<file path="config.mk">
export PLATFORM = sky130hd
export DESIGN_NAME = cmd_host_fifo_config_regs
export DESIGN_NICKNAME = d
export VERILOG_FILES = /design/src/rtl/regbank_pkg.sv /design/src/rtl/queue_mem.sv /design/src/rtl/cmd_host_fifo_config_regs.sv
export SDC_FILE = /design/constraint.sdc
export NUM_CORES = 2
export LEC_CHECK = 0
export BUFFER_PORTS_ARGS = -buffer_cell sky130_fd_sc_hd__buf_2
export CAP_MARGIN = 20
export CORE_MARGIN = 1
export CORE_UTILIZATION = 30
export DETAILED_ROUTE_END_ITERATION = 7
export HOLD_SLACK_MARGIN = 0.05
export PLACE_DENSITY_LB_ADDON = 0.2
export SYNTH_ARGS = -nofsm -noshare
export SYNTH_HDL_FRONTEND = slang
export SYNTH_HIERARCHICAL = 1
export SYNTH_SLANG_ARGS = --single-unit
</file>
<file path="constraint.sdc">
create_clock -name pclk -period 5.77 [get_ports pclk]
set_input_delay 1.154 -clock pclk [delete_from_list [all_inputs] [get_ports pclk]]
set_output_delay 1.154 -clock pclk [all_outputs]
set_load 0.02 [all_outputs]
</file>
<file path="src/rtl/regbank_pkg.sv">
// Constants shared by the control register bank and its queue memory.
// Assumes a 32-bit APB slave; each register takes one aligned word at index*4.
`default_nettype none

package regbank_pkg;

	// register indices; byte address is four times the index
	localparam logic [5:0] IDX_OPERATION_CONTROL  = 6'h00;
	localparam logic [5:0] IDX_BUS_ACCESS_CONTROL = 6'h01;
	localparam logic [5:0] IDX_QUEUE_CONTROL      = 6'h02;
	localparam logic [5:0] IDX_WARNING_THRESHOLD  = 6'h03;
	localparam logic [5:0] IDX_FILL_COUNT         = 6'h04;
	localparam logic [5:0] IDX_QUEUE_DATA_PORT    = 6'h05;
	localparam logic [5:0] IDX_EVENT_STATUS       = 6'h08;
	localparam logic [5:0] IDX_EVENT_MASK         = 6'h09;
	localparam int         ADDR_W                 = 8;

	// operation_control fields
	localparam int BIT_STANDBY         = 7;
	localparam int BIT_RF_POWERDOWN    = 6;
	localparam int CMD_W               = 5;

	// bus_access_control fields
	localparam int BIT_ACCESS_UNLOCK   = 7;
	localparam int BIT_MAIN_OWNS       = 6;
	localparam int BIT_SECURE_OWNS     = 5;
	localparam int LINK_SEL_LSB        = 2;
	localparam logic [1:0] LINK_OFF    = 2'h0;
	localparam logic [1:0] LINK_SPI    = 2'h1;
	localparam logic [1:0] LINK_I2C_LS = 2'h2;
	localparam logic [1:0] LINK_I2C    = 2'h3;

	// queue_control fields
	localparam int BIT_DEPTH_SELECT    = 7;
	localparam int BIT_NEAR_FULL       = 6;
	localparam int BIT_NEAR_EMPTY      = 5;
	localparam int BIT_QUEUE_CLEAR     = 4;
	localparam int BIT_THRESHOLD_MSB   = 2;

	// queue geometry
	localparam int          FILL_W     = 10;
	localparam int          PTR_W      = 9;
	localparam int          QDATA_W    = 8;
	localparam int          QDEPTH     = 512;
	localparam logic [9:0]  CAP_SMALL  = 10'h0ff;
	localparam logic [9:0]  CAP_LARGE  = 10'h200;

	// event status / mask bits
	localparam int EVT_W               = 4;
	localparam int EVT_NEAR_FULL       = 0;
	localparam int EVT_NEAR_EMPTY      = 1;
	localparam int EVT_OVERFLOW        = 2;
	localparam int EVT_UNDERFLOW       = 3;

	// reset values
	localparam logic [7:0] RST_OPERATION_CONTROL  = 8'h00;
	localparam logic [7:0] RST_BUS_ACCESS_CONTROL = 8'h00;
	localparam logic [7:0] RST_WARNING_THRESHOLD  = 8'h00;
	localparam logic [3:0] RST_EVENT_MASK         = 4'h0;

endpackage

`default_nettype wire

</file>
<file path="src/rtl/queue_mem.sv">
// Byte memory behind the queue data port, one write and one registered read.
// Assumes the caller keeps addresses below the depth; contents are not reset.
`timescale 1ns/1ps
`default_nettype none

module queue_mem
	import regbank_pkg::*;
(
	input  wire logic               pclk,
	input  wire logic               wr_en,
	input  wire logic [PTR_W-1:0]   wr_addr,
	input  wire logic [QDATA_W-1:0] wr_data,
	input  wire logic [PTR_W-1:0]   rd_addr,
	output logic      [QDATA_W-1:0] rd_data
);

	logic [QDATA_W-1:0] mem [QDEPTH];

	// storage write
	always_ff @(posedge pclk) begin
		if (wr_en) begin
			mem[wr_addr] <= wr_data;
		end
	end

	// registered read of the head entry
	always_ff @(posedge pclk) begin
		rd_data <= mem[rd_addr];
	end

endmodule // queue_mem

`default_nettype wire

</file>
<file path="src/rtl/cmd_host_fifo_config_regs.sv">
// Control register bank: operation control, bus ownership, queue control and threshold.
// Assumes an APB master on pclk; zero wait states; pslverr on unmapped addresses.
//
// Behaviour
// writing one to operation control bit 7 enters whole-device power-down.
// operation control bit 6 powers down receiver and transmitter; read/write.
// bits 4..0 choose the command; a write starts or stops it; bit 5 reserved.
// unlock bit permits the next change; the next write clears it.
// main-controller ownership bit may be set only after unlock.
// secure-module ownership bit may be set only after unlock.
// both ownership bits are never set together.
// bits 3..2 select secure module link: off, SPI, slow I2C, I2C.
// depth select bit 7: one gives 255 bytes, zero gives 512.
// host should change depth only after clearing the queue.
// near-full reads one when capacity minus fill is at most threshold.
// near-empty reads one when fill is at most threshold.
// writing one to clear bit empties the queue; bit reads zero.
// threshold bit 8 lives in queue control, used only in 512 mode.
// queue control bits 1..0 show fill count bits 9 and 8.
// threshold register holds threshold bits 7..0 for both flags.
// fill count rises per data port write unless full and falls per read unless empty.
// unlocked-less or double-owner writes leave ownership bits unchanged.
// in 255 mode threshold bit 8 ignored, fill upper bits read zero.
`timescale 1ns/1ps
`default_nettype none

module cmd_host_fifo_config_regs
	import regbank_pkg::*;
(
	input  wire logic              pclk,
	input  wire logic              presetn,
	input  wire logic              psel,
	input  wire logic              penable,
	input  wire logic              pwrite,
	input  wire logic [ADDR_W-1:0] paddr,
	input  wire logic [31:0]       pwdata,
	input  wire logic [3:0]        pstrb,
	output logic      [31:0]       prdata,
	output logic                   pready,
	output logic                   pslverr,
	output logic                   irq,
	output logic                   device_powerdown,
	output logic                   rf_frontend_powerdown,
	output logic      [CMD_W-1:0]  command_code,
	output logic                   command_start,
	output logic                   main_controller_owns_bus,
	output logic                   secure_module_owns_bus,
	output logic      [1:0]        secure_module_link_select
);

	// bus decode
	logic             access;
	logic             wr_en;
	logic             rd_en;
	logic [5:0]       idx;
	logic             mapped;
	logic             low_lane;
	assign access   = psel && penable;
	assign wr_en    = access && pwrite && mapped && low_lane;
	assign rd_en    = access && !pwrite && mapped;
	assign idx      = paddr[7:2];
	assign low_lane = pstrb[0];
	assign mapped   = (paddr[1:0] == 2'h0) &&
	                  (idx <= IDX_QUEUE_DATA_PORT || idx == IDX_EVENT_STATUS || idx == IDX_EVENT_MASK);
	assign pready   = 1'b1;
	assign pslverr  = psel && penable && !mapped;

	logic wr_op, wr_bus, wr_qc, wr_thr, wr_data, rd_data, wr_stat, wr_mask;
	assign wr_op   = wr_en && idx == IDX_OPERATION_CONTROL;
	assign wr_bus  = wr_en && idx == IDX_BUS_ACCESS_CONTROL;
	assign wr_qc   = wr_en && idx == IDX_QUEUE_CONTROL;
	assign wr_thr  = wr_en && idx == IDX_WARNING_THRESHOLD;
	assign wr_data = wr_en && idx == IDX_QUEUE_DATA_PORT;
	assign rd_data = rd_en && idx == IDX_QUEUE_DATA_PORT;
	assign wr_stat = wr_en && idx == IDX_EVENT_STATUS;
	assign wr_mask = wr_en && idx == IDX_EVENT_MASK;

	// operation control: standby, rf power-down, command
	always_ff @(posedge pclk or negedge presetn) begin
		if (!presetn) begin
			device_powerdown      <= RST_OPERATION_CONTROL[BIT_STANDBY];
			rf_frontend_powerdown <= RST_OPERATION_CONTROL[BIT_RF_POWERDOWN];
			command_code          <= RST_OPERATION_CONTROL[CMD_W-1:0];
			command_start         <= 1'b0;
		end else begin
			command_start <= wr_op;
			if (wr_op) begin
				// standby power-down
				device_powerdown      <= pwdata[BIT_STANDBY];
				// rf front end off
				rf_frontend_powerdown <= pwdata[BIT_RF_POWERDOWN];
				// command select
				command_code          <= pwdata[CMD_W-1:0];
			end
		end
	end

	// bus access control: unlock, owners, link select
	logic access_unlock_reg;
	logic both_owners;
	assign both_owners = pwdata[BIT_MAIN_OWNS] && pwdata[BIT_SECURE_OWNS];
	always_ff @(posedge pclk or negedge presetn) begin
		if (!presetn) begin
			access_unlock_reg         <= RST_BUS_ACCESS_CONTROL[BIT_ACCESS_UNLOCK];
			main_controller_owns_bus  <= RST_BUS_ACCESS_CONTROL[BIT_MAIN_OWNS];
			secure_module_owns_bus    <= RST_BUS_ACCESS_CONTROL[BIT_SECURE_OWNS];
			secure_module_link_select <= RST_BUS_ACCESS_CONTROL[LINK_SEL_LSB+1:LINK_SEL_LSB];
		end else if (wr_bus) begin
			// link select
			secure_module_link_select <= pwdata[LINK_SEL_LSB+1:LINK_SEL_LSB];
			if (access_unlock_reg) begin
				// next write clears unlock
				access_unlock_reg <= 1'b0;
				// owner changes need unlock
				// owner changes need unlock
				// never both owners
				if (!both_owners) begin
					main_controller_owns_bus <= pwdata[BIT_MAIN_OWNS];
					secure_module_owns_bus   <= pwdata[BIT_SECURE_OWNS];
				end
			end else begin
				// locked write keeps owners
				access_unlock_reg <= pwdata[BIT_ACCESS_UNLOCK];
			end
		end
	end

	// queue control and threshold storage
	logic       depth_select_reg;
	logic       threshold_msb_reg;
	logic [7:0] threshold_low_bits_reg;
	logic       queue_clear;
	assign queue_clear = wr_qc && pwdata[BIT_QUEUE_CLEAR];
	always_ff @(posedge pclk or negedge presetn) begin
		if (!presetn) begin
			depth_select_reg       <= 1'b0;
			threshold_msb_reg      <= 1'b0;
			threshold_low_bits_reg <= RST_WARNING_THRESHOLD;
		end else begin
			if (wr_qc) begin
				// capacity select
				depth_select_reg  <= pwdata[BIT_DEPTH_SELECT];
				// threshold bit 8 store
				threshold_msb_reg <= pwdata[BIT_THRESHOLD_MSB];
			end
			// threshold low byte
			if (wr_thr) begin
				threshold_low_bits_reg <= pwdata[7:0];
			end
		end
	end

	// capacity and effective threshold
	logic [FILL_W-1:0] capacity;
	logic [FILL_W-1:0] threshold;
	assign capacity = depth_select_reg ? CAP_SMALL : CAP_LARGE;
	// msb only in 512 mode
	// msb ignored in 255 mode
	assign threshold = {1'b0, threshold_msb_reg && !depth_select_reg, threshold_low_bits_reg};

	// queue pointers and fill count
	logic [FILL_W-1:0]  fill_count_reg;
	logic [PTR_W-1:0]   wr_ptr_reg;
	logic [PTR_W-1:0]   rd_ptr_reg;
	logic               push;
	logic               pop;
	logic               queue_full;
	logic               queue_empty;
	logic [QDATA_W-1:0] head_data;
	assign queue_full  = fill_count_reg >= capacity;
	assign queue_empty = fill_count_reg == '0;
	assign push        = wr_data && !queue_full;
	assign pop         = rd_data && !queue_empty;

	function automatic logic [PTR_W-1:0] ptr_step(input logic [PTR_W-1:0] p, input logic [FILL_W-1:0] cap);
		logic [FILL_W-1:0] nxt;
		nxt = {1'b0, p} + 10'h001;
		ptr_step = (nxt >= cap) ? '0 : nxt[PTR_W-1:0];
	endfunction

	always_ff @(posedge pclk or negedge presetn) begin
		if (!presetn) begin
			fill_count_reg <= '0;
			wr_ptr_reg     <= '0;
			rd_ptr_reg     <= '0;
		end else if (queue_clear) begin
			// clear empties queue
			fill_count_reg <= '0;
			wr_ptr_reg     <= '0;
			rd_ptr_reg     <= '0;
		end else begin
			if (push) begin
				wr_ptr_reg <= ptr_step(wr_ptr_reg, capacity);
			end
			if (pop) begin
				rd_ptr_reg <= ptr_step(rd_ptr_reg, capacity);
			end
			// fill count up/down
			case ({push, pop})
				2'b10:   fill_count_reg <= fill_count_reg + 10'h001;
				2'b01:   fill_count_reg <= fill_count_reg - 10'h001;
				default: fill_count_reg <= fill_count_reg;
			endcase
		end
	end

	queue_mem u_queue_mem (
		.pclk    (pclk),
		.wr_en   (push),
		.wr_addr (wr_ptr_reg),
		.wr_data (pwdata[QDATA_W-1:0]),
		.rd_addr (rd_ptr_reg),
		.rd_data (head_data)
	);

	// alert flags from threshold
	logic [FILL_W:0] room;
	logic            near_full_flag;
	logic            near_empty_flag;
	assign room = {1'b0, capacity} - {1'b0, fill_count_reg};
	// near-full compare
	assign near_full_flag  = room[FILL_W] || (room[FILL_W-1:0] <= threshold);
	// near-empty compare
	assign near_empty_flag = fill_count_reg <= threshold;

	// sticky events, write one to clear, set wins
	logic             near_full_d_reg;
	logic             near_empty_d_reg;
	logic [EVT_W-1:0] event_status_reg;
	logic [EVT_W-1:0] event_mask_reg;
	logic [EVT_W-1:0] event_set;
	always_comb begin
		event_set                 = '0;
		event_set[EVT_NEAR_FULL]  = near_full_flag && !near_full_d_reg;
		event_set[EVT_NEAR_EMPTY] = near_empty_flag && !near_empty_d_reg;
		event_set[EVT_OVERFLOW]   = wr_data && queue_full;
		event_set[EVT_UNDERFLOW]  = rd_data && queue_empty;
	end

	always_ff @(posedge pclk or negedge presetn) begin
		if (!presetn) begin
			near_full_d_reg  <= 1'b0;
			near_empty_d_reg <= 1'b1;
			event_status_reg <= '0;
			event_mask_reg   <= RST_EVENT_MASK;
		end else begin
			near_full_d_reg  <= near_full_flag;
			near_empty_d_reg <= near_empty_flag;
			event_status_reg <= (event_status_reg & ~(wr_stat ? pwdata[EVT_W-1:0] : '0)) | event_set;
			if (wr_mask) begin
				event_mask_reg <= pwdata[EVT_W-1:0];
			end
		end
	end

	assign irq = |(event_status_reg & event_mask_reg);

	// read data mux
	logic [7:0] qc_read;
	// fill upper bits
	// zero in 255 mode
	assign qc_read = {depth_select_reg, near_full_flag, near_empty_flag, 1'b0, 1'b0, threshold_msb_reg,
	                  depth_select_reg ? 2'h0 : fill_count_reg[9:8]};
	always_comb begin
		prdata = '0;
		if (rd_en) begin
			case (idx)
				IDX_OPERATION_CONTROL:  prdata[7:0] = {device_powerdown, rf_frontend_powerdown, 1'b0, command_code};
				IDX_BUS_ACCESS_CONTROL: prdata[7:0] = {access_unlock_reg, main_controller_owns_bus,
				                                       secure_module_owns_bus, 1'b0, secure_module_link_select, 2'h0};
				IDX_QUEUE_CONTROL:      prdata[7:0] = qc_read;
				IDX_WARNING_THRESHOLD:  prdata[7:0] = threshold_low_bits_reg;
				IDX_FILL_COUNT:         prdata[7:0] = fill_count_reg[7:0];
				IDX_QUEUE_DATA_PORT:    prdata[7:0] = head_data;
				IDX_EVENT_STATUS:       prdata[EVT_W-1:0] = event_status_reg;
				IDX_EVENT_MASK:         prdata[EVT_W-1:0] = event_mask_reg;
				default:                prdata = '0;
			endcase
		end
	end
endmodule // cmd_host_fifo_config_regs

`default_nettype wire

</file>
==> results <==
- The part of the power in combinational logic is 1.1%.
- Clock tree synthesis inserted a total of 430 buffers.
- Measured along the x axis, the die boundary spans 743.6 um.
- The share of power burned in registers is a little over half.
- The detailed router finished its first iteration with approximately 8300 violations.
- The clock network accounts for 45.3% of the total power.
- OpenSTA, run right after detailed placement, puts the worst setup slack at 577.4 ps.
- The actual transition at the worst max-transition pin is around 1200 ps.
- The switching power is approximately 12 mW.
- The overall die area is 0.5530 mm2.
- For this design the static power due to leakage is 56.94 nW.
- The number of flops mapped to enable cells by yosys is 4096.
- Counting along the longest clock path gives a buffer depth of 4.
- The later pin in the worst-skew pair is clocked with a latency of between 1000 and 1500 ps.
- After the last flow step, the layout net total stands at approximately 9000.
- The number of rows in the core area is 272.
- The height of the chip is 743.6 um.
- The critical path goes through inv_2, ha_4, inv_2, fa_2, a211oi_2, o21bai_1, or4_4, nand2_4, xnor2_2, ha_2, a211oi_2, o21ai_2, o221ai_2, a21oi_2, a211o_1, a31oi_2, buf_4.
- The final route contains 85780 vias.
- The routability congestion estimate from global placement is 0.8215.
- The final design utilization is 34.94%.
- TritonCTS built the clock tree.
- For this configuration, the core starts out at a cell density of between 30% and 40%.
- Among all stages on the critical path, the largest delay is contributed by or4_4.
- The wire length of the first global-routing pass is 669.0 mm.
- The total number of yosys warnings is 6.
- The final period utilization is 98.41%.
- The routed design has ~470 mm of wire.
- The run finished with clean final reports.
- The H-tree was split into 5 levels.
- The setup-violating endpoint count in the final report is 0.
- Global routing finished with a remaining overflow of 0.
- For this run, the top clock speed supported by timing is approximately 180 MHz.
- The internal power is 49.45 mW.
- The layout overhead on the synthesized area is 16.11%.
- Setup repair after global routing could not meet its margin everywhere.
- For this run, asynchronously set or reset flops after synthesis account for 1.465%.
- The time the worst path needs with I/O delays and setup is 5678 ps.
- The remaining design rule violation count is 0.
- The global-route usage over all layers is about 17%.
- Each instance of the synthesized netlist takes up on average 19.19 um2.
- The synthesized cell area is 0.1650 mm2.
- After synthesis, the netlist uses 84 different library cells.
- At the worst endpoint, the arrival time is 4520 ps.
- The via count of the first global-routing pass is 87780.
- 96 I/O pins were placed.
- The commonest cells after synthesis are edfxtp_1, mux2i_1, mux4_2.
- Across the VDD grid, the largest voltage drop is 237.3 uV.
- Ranked by total cell area, the synthesized netlist is headed by edfxtp_1, mux4_2, mux2i_1.
- The portion of the post-synthesis area used by sequential elements is 75.57%.
- The overall power is between 60 and 70 mW.
- In the final routed layout, each cell accounts on average for about 28 um.
- The number of flip-flops in the largest register is 4096.
- Input and output buffers added on the ports amount to 43.
- The count of endpoints failing hold in the final timing report is 0.
- The count of pins over their slew limit is 0.
- The category of the worst setup path launch point is a flip-flop.
- The initial antenna violation count is 21.
- After layout, the worst setup slack is 91.62 ps.
- The largest net degree at the start of global routing is 153.
- The share of Yosys cell area claimed by the top area cell type is 74.55%.
- By instance count, the leading cell after synthesis is edfxtp_1.
- Dividing the detail-routed via count by the number of cells gives between 5 and 6.
- The design area is 0.1916 mm2.
- The clock slew seen by the registers of the worst setup and hold paths is 60 ps.
- The critical path in this run is classified as reg -> out.
- For this run, the leading register cell type out of synthesis is edfxtp_1.
- After routing, the total negative slack on setup checks comes to 0 ps.
- The nature of the critical path endpoint is an output port.
- In this run the power density over the cells is 323.1 mW/mm2.
- Clock skew on the completed layout was measured at 102.7 ps.
- The worst stage delay on the critical path is ~450 ps.
- For the worst setup path, the data required time is 4620 ps.
- The synthesized design spends more area on one cell type than any other, namely edfxtp_1.
- The tool flagged a number of max-cap violations equal to 0.
- After synthesis the netlist holds a flip-flop and latch count of 4165.
- The maximum fanout count along the critical path is 3.
- The proportion of layout cells with a drive suffix above 1 is 21.31%.
- Once detailed placement completed, the half-perimeter wirelength came to slightly below 300 mm.
- The count of nets left with antenna violations once routing finished came out at 0.
- The clock net sink count is 4165.
- The net switching share of the total power is 20.11%.
- The cell area after placement is 0.1773 mm2.
- In this run the worst hold path is classified as in -> async.
- The core region is 0.5483 mm2.
- Synthesis produced a netlist whose cell count is 8600.
- The root buffer cell is clkbuf_16.
- The worst relative slew slack is between 20% and 30%.
- The first detailed-routing pass took 6 iterations.
-- placed cells by master (no fill, tap or decap), types with 43 or more instances in the layout --
cell / netlist / final
o221ai_1: 372 / 371
mux2i_1: 802 / 802
a21oi_1: 222 / 221
edfxtp_1: 4096 / 4096
nand2_1: 165 / 150
nor3_1: 123 / 121
buf_4: 95 / 517
o21ai_0: 152 / 148
bufinv_16: 0 / 51
o22ai_1: 164 / 164
clkinv_2: 0 / 78
nand3_1: 66 / 62
ha_1: 56 / 52
buf_12: 5 / 90
a22oi_1: 71 / 71
nand4_1: 43 / 43
nor2_1: 628 / 626
dfrtp_1: 60 / 55
mux4_2: 654 / 654
clkbuf_1: 270 / 86
clkinv_1: 0 / 89
clkbuf_16: 0 / 434
-- logic make-up (layout without fill, tap and decap cells) --
logic type | count (synthesis) | count (layout) | synth area share (%)
AO/OA/AOI/OAI | 1122 | 1122 | 4.748
AND/OR/NAND/NOR | 1175 | 1175 | 3.168
buffers and inverters | 577 | 1475 | 1.997
adder cells (fa/ha/maj) | 59 | 59 | 0.4550
flip-flops | 4165 | 4165 | 75.57
other | 2 | 37 | 0.004552
multiplexers | 1478 | 1478 | 13.94
XOR/XNOR | 22 | 22 | 0.1168
-- layout make-up --
type                            instances  area, um2
Antenna cell                           12      30.03
Clock buffer                          526      11270
Clock inverter                        262       2897
Fill cell                           50970     356700
Inverter                               30      121.4
Multi-Input combinational cell       3881      37410
Sequential cell                      4165     124700
Tap cell                             7261       9085
Timing Repair Buffer                  657       6070
-- repair_timing --
item | CTS | global route
pin swaps | 2 | 10
resized for setup | 13 | 10
gates cloned | 0 | 0
setup buffers | 0 | 2
endpoints found under the setup margin | 1 | 1
hold buffers | 0 | 0
-- stage by stage --
| step | hold slack (ps) | std cells |
|---|---|---|
| floorplan | 414.8 | 8623 |
| global placement | 438.9 | 15980 |
| detailed placement | 438.6 | 15990 |
| CTS | 285.2 | 16780 |
| global route | 352.2 | 16780 |
| finish | 324.1 | 16790 |
-- routing by layer --
| layer | share of wire (%) | vias to the layer above | track usage [%] | routed length, um |
|---|---|---|---|---|
| met3 | 5.5 | 565 | 2.375 | 26090 |
| met4 | 2.3 | 2 | 3.804 | 11020 |
| met5 | 0.0036 | - | 0 | 17 |
| met1 | 44 | 45820 | 23.46 | 209000 |
| li1 | - | 36690 | - | - |
| met2 | 48 | 2707 | 27.49 | 226500 |
-- worst max-delay path, delay by kind of cell (launching register included) --
family / cells / cell delay, ps
buf+inv: 3 / 300
compound gates: 8 / 1500
simple gates: 2 / 550
xor+xnor: 1 / 60
fa+ha+maj: 3 / 690
flops: 1 / 400
-- worst paths after layout --
| check | endpoint | cells after the start | start | slack (ps) |
|---|---|---|---|---|
| hold reg to reg | event_status_reg[0]$_DFF_PN0_ | 1 | near_full_d_reg$_DFF_PN0_ | 450 |
| setup reg to reg | u_queue_mem/mem[306][7]$_DFFE_PP_ | 12 | fill_count_reg[7]$_DFFE_PN0P_ | 1080 |
| min in group pclk | event_status_reg[0]$_DFF_PN0_ | 1 | near_full_d_reg$_DFF_PN0_ | 450 |
| setup / recovery | prdata[6] | 17 | depth_select_reg$_DFFE_PN0P_ | 90 |
| hold / removal | secure_module_link_select[0]$_DFFE_PN0P_ | 2 | presetn | 320 |
| max in group asynchronous | rd_ptr_reg[1]$_DFFE_PN0P_ | 2 | presetn | 4720 |
-- power groups by stage --
stage	sequential, mW	combinational, mW	clock, mW
final	33.2	0.652	28.0
after global routing	33.2	0.712	29.8
after CTS	33.2	0.683	28.7
after detailed placement	33.9	0.684	0
after global placement	33.9	0.649	0
after floorplan	33.9	0.0405	0
No activity file was read; power rests on OpenSTA's default activity.
